**src/cc_unit_defs.vh**
```
// register map, field layout, reset values and timing for the cc unit
`ifndef CC_UNIT_DEFS_VH
`define CC_UNIT_DEFS_VH

// byte addresses on the apb bus
`define CC_ADDR_TCTRL   8'h00
`define CC_ADDR_TB0CNT  8'h04
`define CC_ADDR_TB0RLD  8'h08
`define CC_ADDR_TB1CNT  8'h0c
`define CC_ADDR_TB1RLD  8'h10
`define CC_ADDR_MODE0   8'h14
`define CC_ADDR_MODE1   8'h18
`define CC_ADDR_DBL     8'h1c
`define CC_ADDR_CH0     8'h20
`define CC_ADDR_CH7     8'h3c
`define CC_ADDR_IRQST   8'h40
`define CC_ADDR_IRQMSK  8'h44

// timer control fields, per time base t at bit t*TCTRL_STRIDE
`define CC_TCTRL_STRIDE 8
`define CC_TCTRL_RUN    0
`define CC_TCTRL_PRE_LO 1
`define CC_PRE_W        3

// channel mode field: 4 bits per channel, 4 channels per mode word
`define CC_FLD_W        4
`define CC_FLD_TBSEL    3
`define CC_M_OFF        3'h0
`define CC_M_CAP_RISE   3'h1
`define CC_M_CAP_FALL   3'h2
`define CC_M_CAP_BOTH   3'h3
`define CC_M_CMP0       3'h4
`define CC_M_CMP1       3'h5
`define CC_M_CMP2       3'h6
`define CC_M_CMP3       3'h7

// status bits: channels 0..7, then time base overflows
`define CC_ST_W         10
`define CC_ST_OVF0      8
`define CC_ST_OVF1      9

// reset values
`define CC_RST_TCTRL    16'h0000
`define CC_RST_WORD     16'h0000
`define CC_RST_DBL      4'h0
`define CC_RST_ST       10'h000

// resolution: 16 base clock units, one unit is half a clock period
`define CC_RES_TCL      16
`define CC_RES_CYCLES   (`CC_RES_TCL / 2)
`define CC_DIV_W        11

`endif

```
**src/eight_channel_cc_unit.v**
```verilog
// eight-channel capture/compare unit with two reloadable time bases
`timescale 1ns/1ns
`include "cc_unit_defs.vh"

// Behaviour
// - eight capture/compare channels, finest step sixteen base clock units
// - two independent 16-bit time bases, each with its own reload register
// - each channel selects its time base and capture or compare operation
// - each channel owns one pin: capture trigger input or compare output
// - capture event latches the assigned time base count into the channel
// - every capture event raises that channel's interrupt request
// - capture trigger selectable as rising, falling or either edge
// - compare channels match continuously against their time base and act
// - compare mode 0: interrupt only, several per period, pin untouched
// - compare mode 1: each match toggles the pin, several per period
// - compare mode 2: interrupt only, at most one per period
// - compare mode 3: match sets pin, overflow clears it, once per period
// - double mode pairs channel i and i+4 on pin i, one toggle per cycle with a match on either
module eight_channel_cc_unit #(
  parameter RES_CYCLES = `CC_RES_CYCLES  // clocks per finest count step
) (
  input  wire        ref_clk,  // 100 MHz clock
  input  wire        rst_n,    // synchronous reset, active low
  input  wire        psel,     // apb select
  input  wire        penable,  // apb access phase
  input  wire        pwrite,   // apb write
  input  wire [7:0]  paddr,    // apb byte address
  input  wire [31:0] pwdata,   // apb write data
  output reg  [31:0] prdata,   // apb read data
  output reg         pready,   // apb ready
  output reg         pslverr,  // apb error on unmapped address
  input  wire [7:0]  pinIn,    // channel pin levels
  output wire [7:0]  pinOut,   // channel pin drive values
  output wire [7:0]  pinOe,    // channel pin drive enables
  output reg         irq       // level interrupt
);

  reg  [15:0]          tctrl_r;
  reg  [15:0]          mode0_r;
  reg  [15:0]          mode1_r;
  reg  [3:0]           dbl_r;
  reg  [`CC_ST_W-1:0]  status_r;
  reg  [`CC_ST_W-1:0]  mask_r;
  reg  [`CC_ST_W-1:0]  status_nxt;
  reg  [31:0]          rdData;
  reg                  rdErr;
  wire [31:0]          cntAll;
  wire [31:0]          rldAll;
  wire [1:0]           newVal;
  wire [1:0]           ovf;
  wire [127:0]         ccAll;
  wire [7:0]           chEvt;
  wire [7:0]           fireV;
  wire                 access;
  wire                 wrAcc;

  function isAddr;
    input [7:0] a;
    input [7:0] off;
    begin
      isAddr = (a == off);
    end
  endfunction

  assign access = psel & penable & pready;
  assign wrAcc  = access & pwrite;

  // apb slave: one wait state, pready from a flop
  always @(posedge ref_clk) begin
    if (!rst_n) begin
      pready  <= 1'b0;
      prdata  <= 32'h00000000;
      pslverr <= 1'b0;
    end else begin
      pready  <= psel & penable & ~pready;
      pslverr <= psel & penable & ~pready & rdErr;
      if (psel & penable & ~pready & ~pwrite) begin
        prdata <= rdData;
      end
    end
  end

  // time bases
  genvar t;
  generate
    for (t = 0; t < 2; t = t + 1) begin : tb
      localparam [7:0] CNT_OFF = (t == 0) ? `CC_ADDR_TB0CNT : `CC_ADDR_TB1CNT;
      localparam [7:0] RLD_OFF = (t == 0) ? `CC_ADDR_TB0RLD : `CC_ADDR_TB1RLD;
      localparam integer BASE  = t * `CC_TCTRL_STRIDE;
      localparam [`CC_DIV_W-1:0] RES_W = RES_CYCLES;
      reg  [15:0]           cnt_r;
      reg  [15:0]           rld_r;
      reg  [`CC_DIV_W-1:0]  div_r;
      reg                   new_r;
      reg                   ovf_r;
      wire                  run;
      wire [`CC_PRE_W-1:0]  pre;
      wire [`CC_DIV_W-1:0]  divEnd;
      wire                  tick;
      assign run    = tctrl_r[BASE + `CC_TCTRL_RUN];
      assign pre    = tctrl_r[BASE + `CC_TCTRL_PRE_LO +: `CC_PRE_W];
      assign divEnd = (RES_W << pre) - 1'b1;
      assign tick   = run & (div_r == divEnd);
      always @(posedge ref_clk) begin
        if (!rst_n) begin
          cnt_r <= `CC_RST_WORD;
          rld_r <= `CC_RST_WORD;
          div_r <= {`CC_DIV_W{1'b0}};
          new_r <= 1'b0;
          ovf_r <= 1'b0;
        end else begin
          div_r <= (!run || tick) ? {`CC_DIV_W{1'b0}} : div_r + 1'b1;
          new_r <= 1'b0;
          ovf_r <= 1'b0;
          if (wrAcc && isAddr(paddr, RLD_OFF)) begin
            rld_r <= pwdata[15:0];
          end
          if (wrAcc && isAddr(paddr, CNT_OFF)) begin
            cnt_r <= pwdata[15:0];
            new_r <= 1'b1;
          end else if (tick) begin
            new_r <= 1'b1;
            if (cnt_r == 16'hffff) begin
              cnt_r <= rld_r;
              ovf_r <= 1'b1;
            end else begin
              cnt_r <= cnt_r + 16'h0001;
            end
          end
        end
      end
      assign cntAll[t*16 +: 16] = cnt_r;
      assign rldAll[t*16 +: 16] = rld_r;
      assign newVal[t] = new_r;
      assign ovf[t]    = ovf_r;
    end
  endgenerate

  // channels; pin i belongs to channel i
  genvar i;
  generate
    for (i = 0; i < 8; i = i + 1) begin : ch
      localparam [7:0]   CH_OFF = `CC_ADDR_CH0 + 4 * i;
      localparam integer SH     = (i % 4) * `CC_FLD_W;
      localparam integer PR     = (i < 4) ? i + 4 : i - 4;
      reg  [15:0] val_r;
      reg         done_r;
      reg         prev_r;
      reg         out_r;
      reg         oe_r;
      wire [3:0]  fld;
      wire [2:0]  m;
      wire        tbSel;
      wire [15:0] tcnt;
      wire        nv;
      wire        ov;
      wire        rise;
      wire        fall;
      wire        cap;
      wire        match;
      wire        once;
      wire        fire;
      wire        dblOwn;
      wire        dblLost;
      wire        tgl;
      assign fld   = (i < 4) ? mode0_r[SH +: 4] : mode1_r[SH +: 4];
      assign m     = fld[2:0];
      assign tbSel = fld[`CC_FLD_TBSEL];
      assign tcnt  = tbSel ? cntAll[31:16] : cntAll[15:0];
      assign nv    = tbSel ? newVal[1] : newVal[0];
      assign ov    = tbSel ? ovf[1] : ovf[0];
      assign rise  = pinIn[i] & ~prev_r;
      assign fall  = ~pinIn[i] & prev_r;
      assign cap   = ((m == `CC_M_CAP_RISE) & rise) |
                     ((m == `CC_M_CAP_FALL) & fall) |
                     ((m == `CC_M_CAP_BOTH) & (rise | fall));
      assign match = m[2] & nv & (tcnt == val_r);
      assign once  = (m == `CC_M_CMP2) | (m == `CC_M_CMP3);
      assign fire  = match & ~(once & done_r & ~ov);
      assign dblOwn  = (i < 4) & dbl_r[i % 4];
      assign dblLost = (i >= 4) & dbl_r[i % 4];
      assign tgl   = dblOwn ? ((fire & m[2]) | fireV[PR])
                            : (fire & (m == `CC_M_CMP1));
      always @(posedge ref_clk) begin
        if (!rst_n) begin
          val_r  <= `CC_RST_WORD;
          done_r <= 1'b0;
          prev_r <= 1'b0;
          out_r  <= 1'b0;
          oe_r   <= 1'b0;
        end else begin
          prev_r <= pinIn[i];
          if (cap) begin
            val_r <= tcnt;
          end else if (wrAcc && isAddr(paddr, CH_OFF)) begin
            val_r <= pwdata[15:0];
          end
          if (fire) begin
            done_r <= 1'b1;
          end else if (ov) begin
            done_r <= 1'b0;
          end
          // drive for compare modes 1 and 3 and for a double-mode owner in any mode; a double-mode partner floats
          oe_r <= ~dblLost & (dblOwn | (m == `CC_M_CMP1) |
                  (m == `CC_M_CMP3));
          if (dblLost) begin
            out_r <= out_r;
          end else if (tgl) begin
            out_r <= ~out_r;
          end else if (!dblOwn && m == `CC_M_CMP3) begin
            if (fire) begin
              out_r <= 1'b1;
            end else if (ov) begin
              out_r <= 1'b0;
            end
          end
        end
      end
      assign ccAll[i*16 +: 16] = val_r;
      assign fireV[i]  = fire;
      assign chEvt[i]  = cap | fire;
      assign pinOut[i] = out_r;
      assign pinOe[i]  = oe_r;
    end
  endgenerate

  // control registers
  always @(posedge ref_clk) begin
    if (!rst_n) begin
      tctrl_r <= `CC_RST_TCTRL;
      mode0_r <= `CC_RST_WORD;
      mode1_r <= `CC_RST_WORD;
      dbl_r   <= `CC_RST_DBL;
      mask_r  <= `CC_RST_ST;
    end else if (wrAcc) begin
      if (isAddr(paddr, `CC_ADDR_TCTRL)) begin
        tctrl_r <= pwdata[15:0];
      end else if (isAddr(paddr, `CC_ADDR_MODE0)) begin
        mode0_r <= pwdata[15:0];
      end else if (isAddr(paddr, `CC_ADDR_MODE1)) begin
        mode1_r <= pwdata[15:0];
      end else if (isAddr(paddr, `CC_ADDR_DBL)) begin
        dbl_r <= pwdata[3:0];
      end else if (isAddr(paddr, `CC_ADDR_IRQMSK)) begin
        mask_r <= pwdata[`CC_ST_W-1:0];
      end
    end
  end

  // sticky status, write one to clear; a new event beats the clear
  always @* begin
    status_nxt = status_r;
    if (wrAcc && isAddr(paddr, `CC_ADDR_IRQST)) begin
      status_nxt = status_r & ~pwdata[`CC_ST_W-1:0];
    end
    status_nxt = status_nxt | {ovf[1], ovf[0], chEvt};
  end

  always @(posedge ref_clk) begin
    if (!rst_n) begin
      status_r <= `CC_RST_ST;
      irq      <= 1'b0;
    end else begin
      status_r <= status_nxt;
      irq      <= |(status_r & mask_r);
    end
  end

  // read decode
  always @* begin
    rdData = 32'h00000000;
    rdErr  = 1'b0;
    if (isAddr(paddr, `CC_ADDR_TCTRL)) begin
      rdData = {16'h0000, tctrl_r};
    end else if (isAddr(paddr, `CC_ADDR_TB0CNT)) begin
      rdData = {16'h0000, cntAll[15:0]};
    end else if (isAddr(paddr, `CC_ADDR_TB0RLD)) begin
      rdData = {16'h0000, rldAll[15:0]};
    end else if (isAddr(paddr, `CC_ADDR_TB1CNT)) begin
      rdData = {16'h0000, cntAll[31:16]};
    end else if (isAddr(paddr, `CC_ADDR_TB1RLD)) begin
      rdData = {16'h0000, rldAll[31:16]};
    end else if (isAddr(paddr, `CC_ADDR_MODE0)) begin
      rdData = {16'h0000, mode0_r};
    end else if (isAddr(paddr, `CC_ADDR_MODE1)) begin
      rdData = {16'h0000, mode1_r};
    end else if (isAddr(paddr, `CC_ADDR_DBL)) begin
      rdData = {28'h0000000, dbl_r};
    end else if (paddr >= `CC_ADDR_CH0 && paddr <= `CC_ADDR_CH7 &&
                 paddr[1:0] == 2'h0) begin
      rdData = {16'h0000, ccAll[paddr[4:2]*16 +: 16]};
    end else if (isAddr(paddr, `CC_ADDR_IRQST)) begin
      rdData = {22'h000000, status_r};
    end else if (isAddr(paddr, `CC_ADDR_IRQMSK)) begin
      rdData = {22'h000000, mask_r};
    end else begin
      rdErr = 1'b1;
    end
  end

endmodule

```
**config.mk**
```make
export PLATFORM = sky130hd
export DESIGN_NAME = eight_channel_cc_unit
export DESIGN_NICKNAME = d
export VERILOG_FILES = /design/src/eight_channel_cc_unit.v
export VERILOG_INCLUDE_DIRS = /design/src
export SDC_FILE = /design/constraint.sdc
export NUM_CORES = 1
export LEC_CHECK = 0
export BUFFER_PORTS_ARGS = -buffer_cell sky130_fd_sc_hd__buf_2
export CAP_MARGIN = 20
export CORE_MARGIN = 2
export CORE_UTILIZATION = 45
export CTS_CLUSTER_SIZE = 12
export DETAILED_ROUTE_END_ITERATION = 12
export PLACE_DENSITY = 0.58
export SYNTH_ARGS = -nofsm -noshare
export SYNTH_HDL_FRONTEND = slang
export SYNTH_SLANG_ARGS = --single-unit
```
**constraint.sdc**
```tcl
create_clock -name ref_clk -period 3.5 [get_ports ref_clk]
set_clock_uncertainty 0.15 [all_clocks]
set_input_delay 0.35 -clock ref_clk [delete_from_list [all_inputs] [get_ports ref_clk]]
set_output_delay 0.35 -clock ref_clk [all_outputs]
set_load 0.01 [all_outputs]
```
* Word-level counts from Yosys, hierarchy flattened *
Cells that the tools add are included.

word-level totals
  bits in registers = 357
  memory bits (writable) = 0
  bits in read-only memories = 0
  latch bits = 0
  memories = 0

operators by class
  $mul = 0
  reductions and logical operators = 81
  div/mod/pow operators = 0
  magnitude comparators = 2
  add/sub/neg operators = 6
  equal/unequal tests = 77
  bitwise gates (word level) = 217
  multiplexer cells = 111
  shift-type cells = 3

operators with widths
  operator                 count
  $mux W16                 39
  $eq A16 B16 Y1           8
  $shiftx A128 B8 Y16      1
  $and A1 B1 Y1            104
  $eq A3 B3 Y1 const B     24
  $mux W1                  69
  $eq A8 B6 Y1 const B     8
  $or A1 B1 Y1             56
  $not A1 Y1               53
  $reduce_bool A2 Y1       26
  $eq A3 B2 Y1 const B     16
  $add A16 B1 Y16 const B  2
  $eq A16 B16 Y1 const B   2
  $eq A8 B5 Y1 const B     4
  $mux W10                 3
  $eq A3 B1 Y1 const B     8
  $reduce_bool A3 Y1       8
  $add A11 B1 Y11 const B  2
  $eq A11 B11 Y1           2
  $shl A4 B3 Y11 const A   2
  $sub A11 B1 Y11 const B  2
  $and A10 B10 Y10         2
  $logic_and A1 B1 Y1      19
  $eq A8 B4 Y1 const B     2
  other kinds (18)         35

* Depth between registers and ports, before layout *
  depth after elaboration = 13
  depth in mapped cells = 11
  gate-level depth less buffers = 9

* Worst setup path after synthesis *
No wires, ideal clock.

  kind = input-to-reg
  start point = input paddr[7]
  end point = register prdata[1]
  cell stages on the path = 9
  data arrival time = 2.202 ns
  setup slack = 1.018 ns
  cell sequence = clkbuf_1 nor2_1 or4b_1 buf_2 clkbuf_1 o22ai_1 a31oi_1 a2111oi_0 nor3_1

on the way
  word-level cells in the longest chain between the ends = 12
  elaborated cells between the ends (all ways) = 25
  classes of those cells = order compare: 2; eq/ne: 9; mux: 11; reduce/logical: 3

ends and longest elaborated chain
  what                                                                     line                                                      text
  from (decl)                                                              eight_channel_cc_unit.v:27                                input wire [7:0] paddr,
  $ge A8 B6 Y1 (no source line), or another cell as far along              -
  $logic_and A1 B1 Y1 (no source line) / $mux W10 (equally long branches)  -
  $logic_and A1 B1 Y1 / $mux W10 (equally long branches)                   eight_channel_cc_unit.v:289, eight_channel_cc_unit.v:292
  $mux W16                                                                 eight_channel_cc_unit.v:289                               end else if (paddr >= `CC_ADDR_CH0 && paddr <= `CC_ADDR_CH7 &&
  $mux W16                                                                 eight_channel_cc_unit.v:287                               end else if (isAddr(paddr, `CC_ADDR_DBL)) begin
  $mux W16                                                                 eight_channel_cc_unit.v:285                               end else if (isAddr(paddr, `CC_ADDR_MODE1)) begin
  $mux W16                                                                 eight_channel_cc_unit.v:283                               end else if (isAddr(paddr, `CC_ADDR_MODE0)) begin
  $mux W16                                                                 eight_channel_cc_unit.v:281                               end else if (isAddr(paddr, `CC_ADDR_TB1RLD)) begin
  $mux W16                                                                 eight_channel_cc_unit.v:279                               end else if (isAddr(paddr, `CC_ADDR_TB1CNT)) begin
  $mux W16                                                                 eight_channel_cc_unit.v:277                               end else if (isAddr(paddr, `CC_ADDR_TB0RLD)) begin
  $mux W16                                                                 eight_channel_cc_unit.v:275                               end else if (isAddr(paddr, `CC_ADDR_TB0CNT)) begin
  $mux W16 *                                                               eight_channel_cc_unit.v:273                               if (isAddr(paddr, `CC_ADDR_TCTRL)) begin
  to (signal assigned)                                                     eight_channel_cc_unit.v:78                                prdata <= rdData;
  to (decl)                                                                eight_channel_cc_unit.v:29                                output reg [31:0] prdata,

Every way passes the cells marked *; elsewhere a longest branch is shown, timed or not.
A chain may end at the register's enable or synchronous reset.

* Worst setup path in the final report *
  start point = register tb[0].cnt_r[5]
  end point = register ch[7].out_r

on the way
  word-level cells in the longest chain between the ends = 7
  elaborated cells between the ends (all ways) = 11
  classes of those cells = eq/ne: 1; mux: 4; bitwise: 3; reduce/logical: 3

ends and longest elaborated chain
  what                                                                  line                                                      text
  from (decl)                                                           eight_channel_cc_unit.v:91                                reg [15:0] cnt_r;
  from (signal assigned)                                                eight_channel_cc_unit.v:106                               cnt_r <= `CC_RST_WORD;
  from (signal assigned)                                                eight_channel_cc_unit.v:119                               cnt_r <= pwdata[15:0];
  from (signal assigned)                                                eight_channel_cc_unit.v:124                               cnt_r <= rld_r;
  $mux W16 *                                                            eight_channel_cc_unit.v:169                               assign tcnt = tbSel ? cntAll[31:16] : cntAll[15:0];
  $eq A16 B16 Y1 *                                                      eight_channel_cc_unit.v:177                               assign match = m[2] & nv & (tcnt == val_r);
  $and A1 B1 Y1 *                                                       eight_channel_cc_unit.v:177
  $and A1 B1 Y1 *                                                       eight_channel_cc_unit.v:179                               assign fire = match & ~(once & done_r & ~ov);
  $and A1 B1 Y1 / $mux W1 (equally long branches)                       eight_channel_cc_unit.v:183, eight_channel_cc_unit.v:211
  $reduce_bool A3 Y1 (no source line), or another cell as far along     -
  $reduce_and A3 Y1 (no source line) / $mux W1 (equally long branches)  -
  to (signal assigned)                                                  eight_channel_cc_unit.v:207                               out_r <= out_r;
  to (signal assigned)                                                  eight_channel_cc_unit.v:209                               out_r <= ~out_r;
  to (decl)                                                             eight_channel_cc_unit.v:149                               reg out_r;

Every way passes the cells marked *; elsewhere a longest branch is shown, timed or not. The select of a mux whose other input is x is not followed.

==> impl_table.tex <==
\begin{tabular}{lr}
\hline
Metric & Value \\
\hline
\multicolumn{2}{l}{\textbf{Status}} \\
Result of the run & complete, no violations \\
\multicolumn{2}{l}{\textbf{CTS}} \\
Buffers from clock root to sink, at most & 3 \\
Number of buffers inserted for hold repair after clock tree synthesis & 10 \\
Number of buffers inserted by post-CTS setup repair & 0 \\
TritonCTS clock tree & done \\
Clock sink count & 341 \\
CTS Root Buffer Type & clkbuf\_16 \\
Source-to-sink clock delay at the later pin of the worst-skew pair & 0.58 ns \\
Clock transition time at the flip-flop clock pins of the worst setup and hold paths & 0.06 ns \\
H-tree levels & 2 \\
\# resized after CTS & 0 \\
Total clock buffers created by CTS & 43 \\
\multicolumn{2}{l}{\textbf{STA}} \\
Pin slew with the least headroom to its limit & 0.9694 ns \\
Setup TNS Final & 0 ns \\
Number of hold-slack violations in the final timing report & 0 \\
Unrepaired setup endpoints after global routing & no \\
Clock period minus final worst setup slack & 3.144 ns \\
Number of slew-limit violations in the final report & 0 \\
Upper clock frequency limit & 0.3181 GHz \\
Number of failing setup endpoints in the final timing report & 0 \\
Max-Slew Margin vs Limit & 35.02\% \\
Fraction of the cycle the final worst path needs & 89.82\% \\
\multicolumn{2}{l}{\textbf{Logic synthesis}} \\
Gate count of the mapped netlist & 2,482 \\
Total of flip-flops plus latches after synthesis & 341 \\
Post-synth EDFFs & 0 \\
Warning count from the yosys run & 0 \\
Top\_reg\_cell synth & dfxtp\_1 \\
Combined area of all synthesized cells & 21,020 um2 \\
Mean instance size in the synthesized netlist & 8.467 um2 \\
Share of flip-flops with an asynchronous set or reset after synthesis & 0\% \\
Cell taking the most area after synthesis & dfxtp\_1 \\
Area share of the leading cell type in the synthesized netlist & 32.48\% \\
Top cells by area in the synthesized netlist & dfxtp\_1, mux2i\_1, a211oi\_1 \\
Seq/Total Area, Yosys & 32.48\% \\
Number of different library cells in the post-synthesis netlist & 78 \\
\multicolumn{2}{l}{\textbf{Route}} \\
Total vias in the final route & 20,309 \\
Length of the first detailed-routing pass in iterations & 6 \\
Detail-routed via count per cell & 6.445 \\
ANT nets after route & 0 \\
Wire length reported by the detailed router & 86.90 mm \\
DRC errors left & 0 \\
Number of DRC markers in iteration 0 & 2,313 \\
Routed len/inst & 27.58 um \\
\multicolumn{2}{l}{\textbf{Hold path}} \\
Min-Delay Path Class & primary input to flip-flop \\
Number of stages on the worst hold path & 4 \\
\multicolumn{2}{l}{\textbf{Critical path}} \\
Critical-path maximum fanout & 14 \\
Critical path type & flip-flop to flip-flop \\
Biggest cell delay along the critical path & 0.81 ns \\
Type of origin of the critical path & flip-flop \\
Worst path buffer plus inverter count & 0 \\
Crit path depth & 7 \\
Worst Setup End Kind & flip-flop \\
Number of cells on the worst reg-to-reg path & 7 \\
Critical path arrival & 3.49 ns \\
CP cell instances & mux2i\_1 > xnor2\_1 > nor4\_1 > nand4\_1 > nor2\_1 > mux2\_2 > a211oi\_1 \\
CP max-delay cell & dfxtp\_1 \\
CP delay by family, top & simple AND/OR/NAND/NOR gates \\
Required @ worst endpoint & 3.85 ns \\
Worst R2R Setup Slack & 0.36 ns \\
\multicolumn{2}{l}{\textbf{Place}} \\
Placement Cell Area & 22,260 um2 \\
Global placer's final weighted congestion & 0.9840 \\
Post-detail-place hpwl & 61.70 mm \\
Buffers added on ports & 71 \\
\multicolumn{2}{l}{\textbf{Power}} \\
Leakage power of the design & 7.976 nW \\
PD cells & 375.2 nW/um2 \\
IR Drop Worst-Case VDD & 0.0003817 V \\
\multicolumn{2}{l}{\textbf{Global routing}} \\
Initial antenna violation count & 1 \\
Global route total overflow & 0 \\
Vias in the first global route & 19,328 \\
First-pass GRT wire length & 127.1 mm \\
Largest net degree at the start of global routing & 99 \\
Global Route Usage Sum & 35.53\% \\
\multicolumn{2}{l}{\textbf{Floorplan}} \\
Placement Rows & 79 \\
Floorplan Core Area & 46,360 um2 \\
Starting density of the core & 45.33\% \\
DIE HEIGHT & 220.1 um \\
Die width & 220.1 um \\
Total Die Area & 48,440 um2 \\
Top-Level Pins & 104 \\
\multicolumn{2}{l}{\textbf{Final layout}} \\
Final nets & 2,587 \\
Area Overhead vs Synth & 13.13\% \\
Post-route cell area & 23,770 um2 \\
Fraction of final layout cells with drive strength greater than 1 & 17.26\% \\
\multicolumn{2}{l}{\textbf{Run}} \\
Number of max-capacitance violations reported & 0 \\
\hline
\end{tabular}
==> cells in the mapped netlist, types with 19 or more instances <==
master    number
nand4_1       23
nor3_1        38
a211oi_1     194
o21ai_0       53
mux4_2        32
nor2b_1       42
nor2_1       267
o22ai_1       19
a21oi_1      156
nor4_1        36
nand3_1       65
ha_1          20
buf_2         37
inv_1         39
and3_1        31
buf_4         34
clkbuf_1     158
xor2_1        19
xnor2_1      133
mux2_2        98
dfxtp_1      341
nand2_1      209
mux2i_1      199
==> metrics by stage <==
step	power [mW]	util [%]	cells	hold slack (ns)	worst slack, ns
after floorplan	4.224	-	2497	0.2675	1.018
after global placement	4.398	48.01	3066	0.2786	0.4831
after detailed placement	4.403	48.01	3066	0.2886	0.4884
after CTS	8.937	51.28	3150	0.06955	0.4934
after global routing	9.137	51.28	3150	0.1297	0.1922
final	8.919	51.28	3151	0.08913	0.3562
==> layout by cell type, fill, tap and decap left out, drive strengths merged, types with 12 or more instances in the layout <==
master    n
inv      42
o221ai   15
nor3     44
a31oi    12
mux2     98
nor2b    42
clkbuf   58
ha       20
nand2   209
buf     209
nor4     36
and3     31
o211ai   12
dfxtp   341
a21oi   156
xor2     19
a211oi  194
o22ai    19
nand4    23
o21ai    66
a22oi    15
nor2    269
xnor2   133
mux2i   199
nand3    65
mux4     32
a221oi   12
conb     16
==> path summary, 6_finish.rpt <==
path / from / endpoint
worst max-delay path: tb[0].cnt_r[5] / ch[7].out_r
worst min-delay path: pwrite / prdata[4]
worst max register to register: tb[0].cnt_r[5] / ch[7].out_r
worst min register to register: tb[0].div_r[0] / tb[0].div_r[0]
==> power breakdown <==
part / switching [mW] / total, mW / internal, mW / leakage, nW
combinational: 0.338 / 0.443 / 0.105 / 4.53
clock: 1.85 / 4.58 / 2.73 / 0.694
sequential: 0.00668 / 3.90 / 3.89 / 2.75
total: 2.19 / 8.92 / 6.73 / 7.98
==> area by class of cell <==
type,count,area [um2]
Antenna cell,1,2.502
Clock buffer,58,1222
Clock inverter,16,191.4
Fill cell,4454,22580
Inverter,41,161.4
Multi-Input combinational cell,1868,13050
Sequential cell,341,6827
Tap cell,607,759.5
Timing Repair Buffer,219,1556
==> layer usage <==
layer  track usage [%]  part of all wire (%)  vias up
li1                  -                     -     9046
met1             47.03                    41     9960
met2             55.81                    44     1056
met3             5.756                   9.0      247
met4             18.37                   5.6        0
met5                 0                     0        -
==> state kept, by name, indices dropped and copies added, names as in the netlist <==
register / cells
ch.done_r: 8
ch.oe_r: 8
ch.out_r: 8
ch.prev_r: 8
ch.val_r: 128
dbl_r: 4
irq: 1
mask_r: 10
mode0_r: 16
mode1_r: 16
prdata: 16
pready: 1
pslverr: 1
status_r: 10
tb.cnt_r: 32
tb.div_r: 22
tb.new_r: 2
tb.ovf_r: 2
tb.rld_r: 32
tctrl_r: 16
==> tightest hold or removal path, stage by stage <==
cell,delay (ns)
buf_2,0.11
nor3_2,0.13
nor2_1,0.12
a311oi_1,0.06
==> cell families after synthesis <==
logic type                 Yosys count  share of synthesized area, %
muxes                              329                         18.16
AOI/OAI and AO/OA                  579                         18.53
xor gates and xnor gates           152                         6.335
and+or+nand+nor                    772                         17.27
adders and majority gates           20                         1.191
other                                1                       0.01784
buffers and inverters              288                         6.007
DFF                                341                         32.48
(Power assumes the default switching activity.)
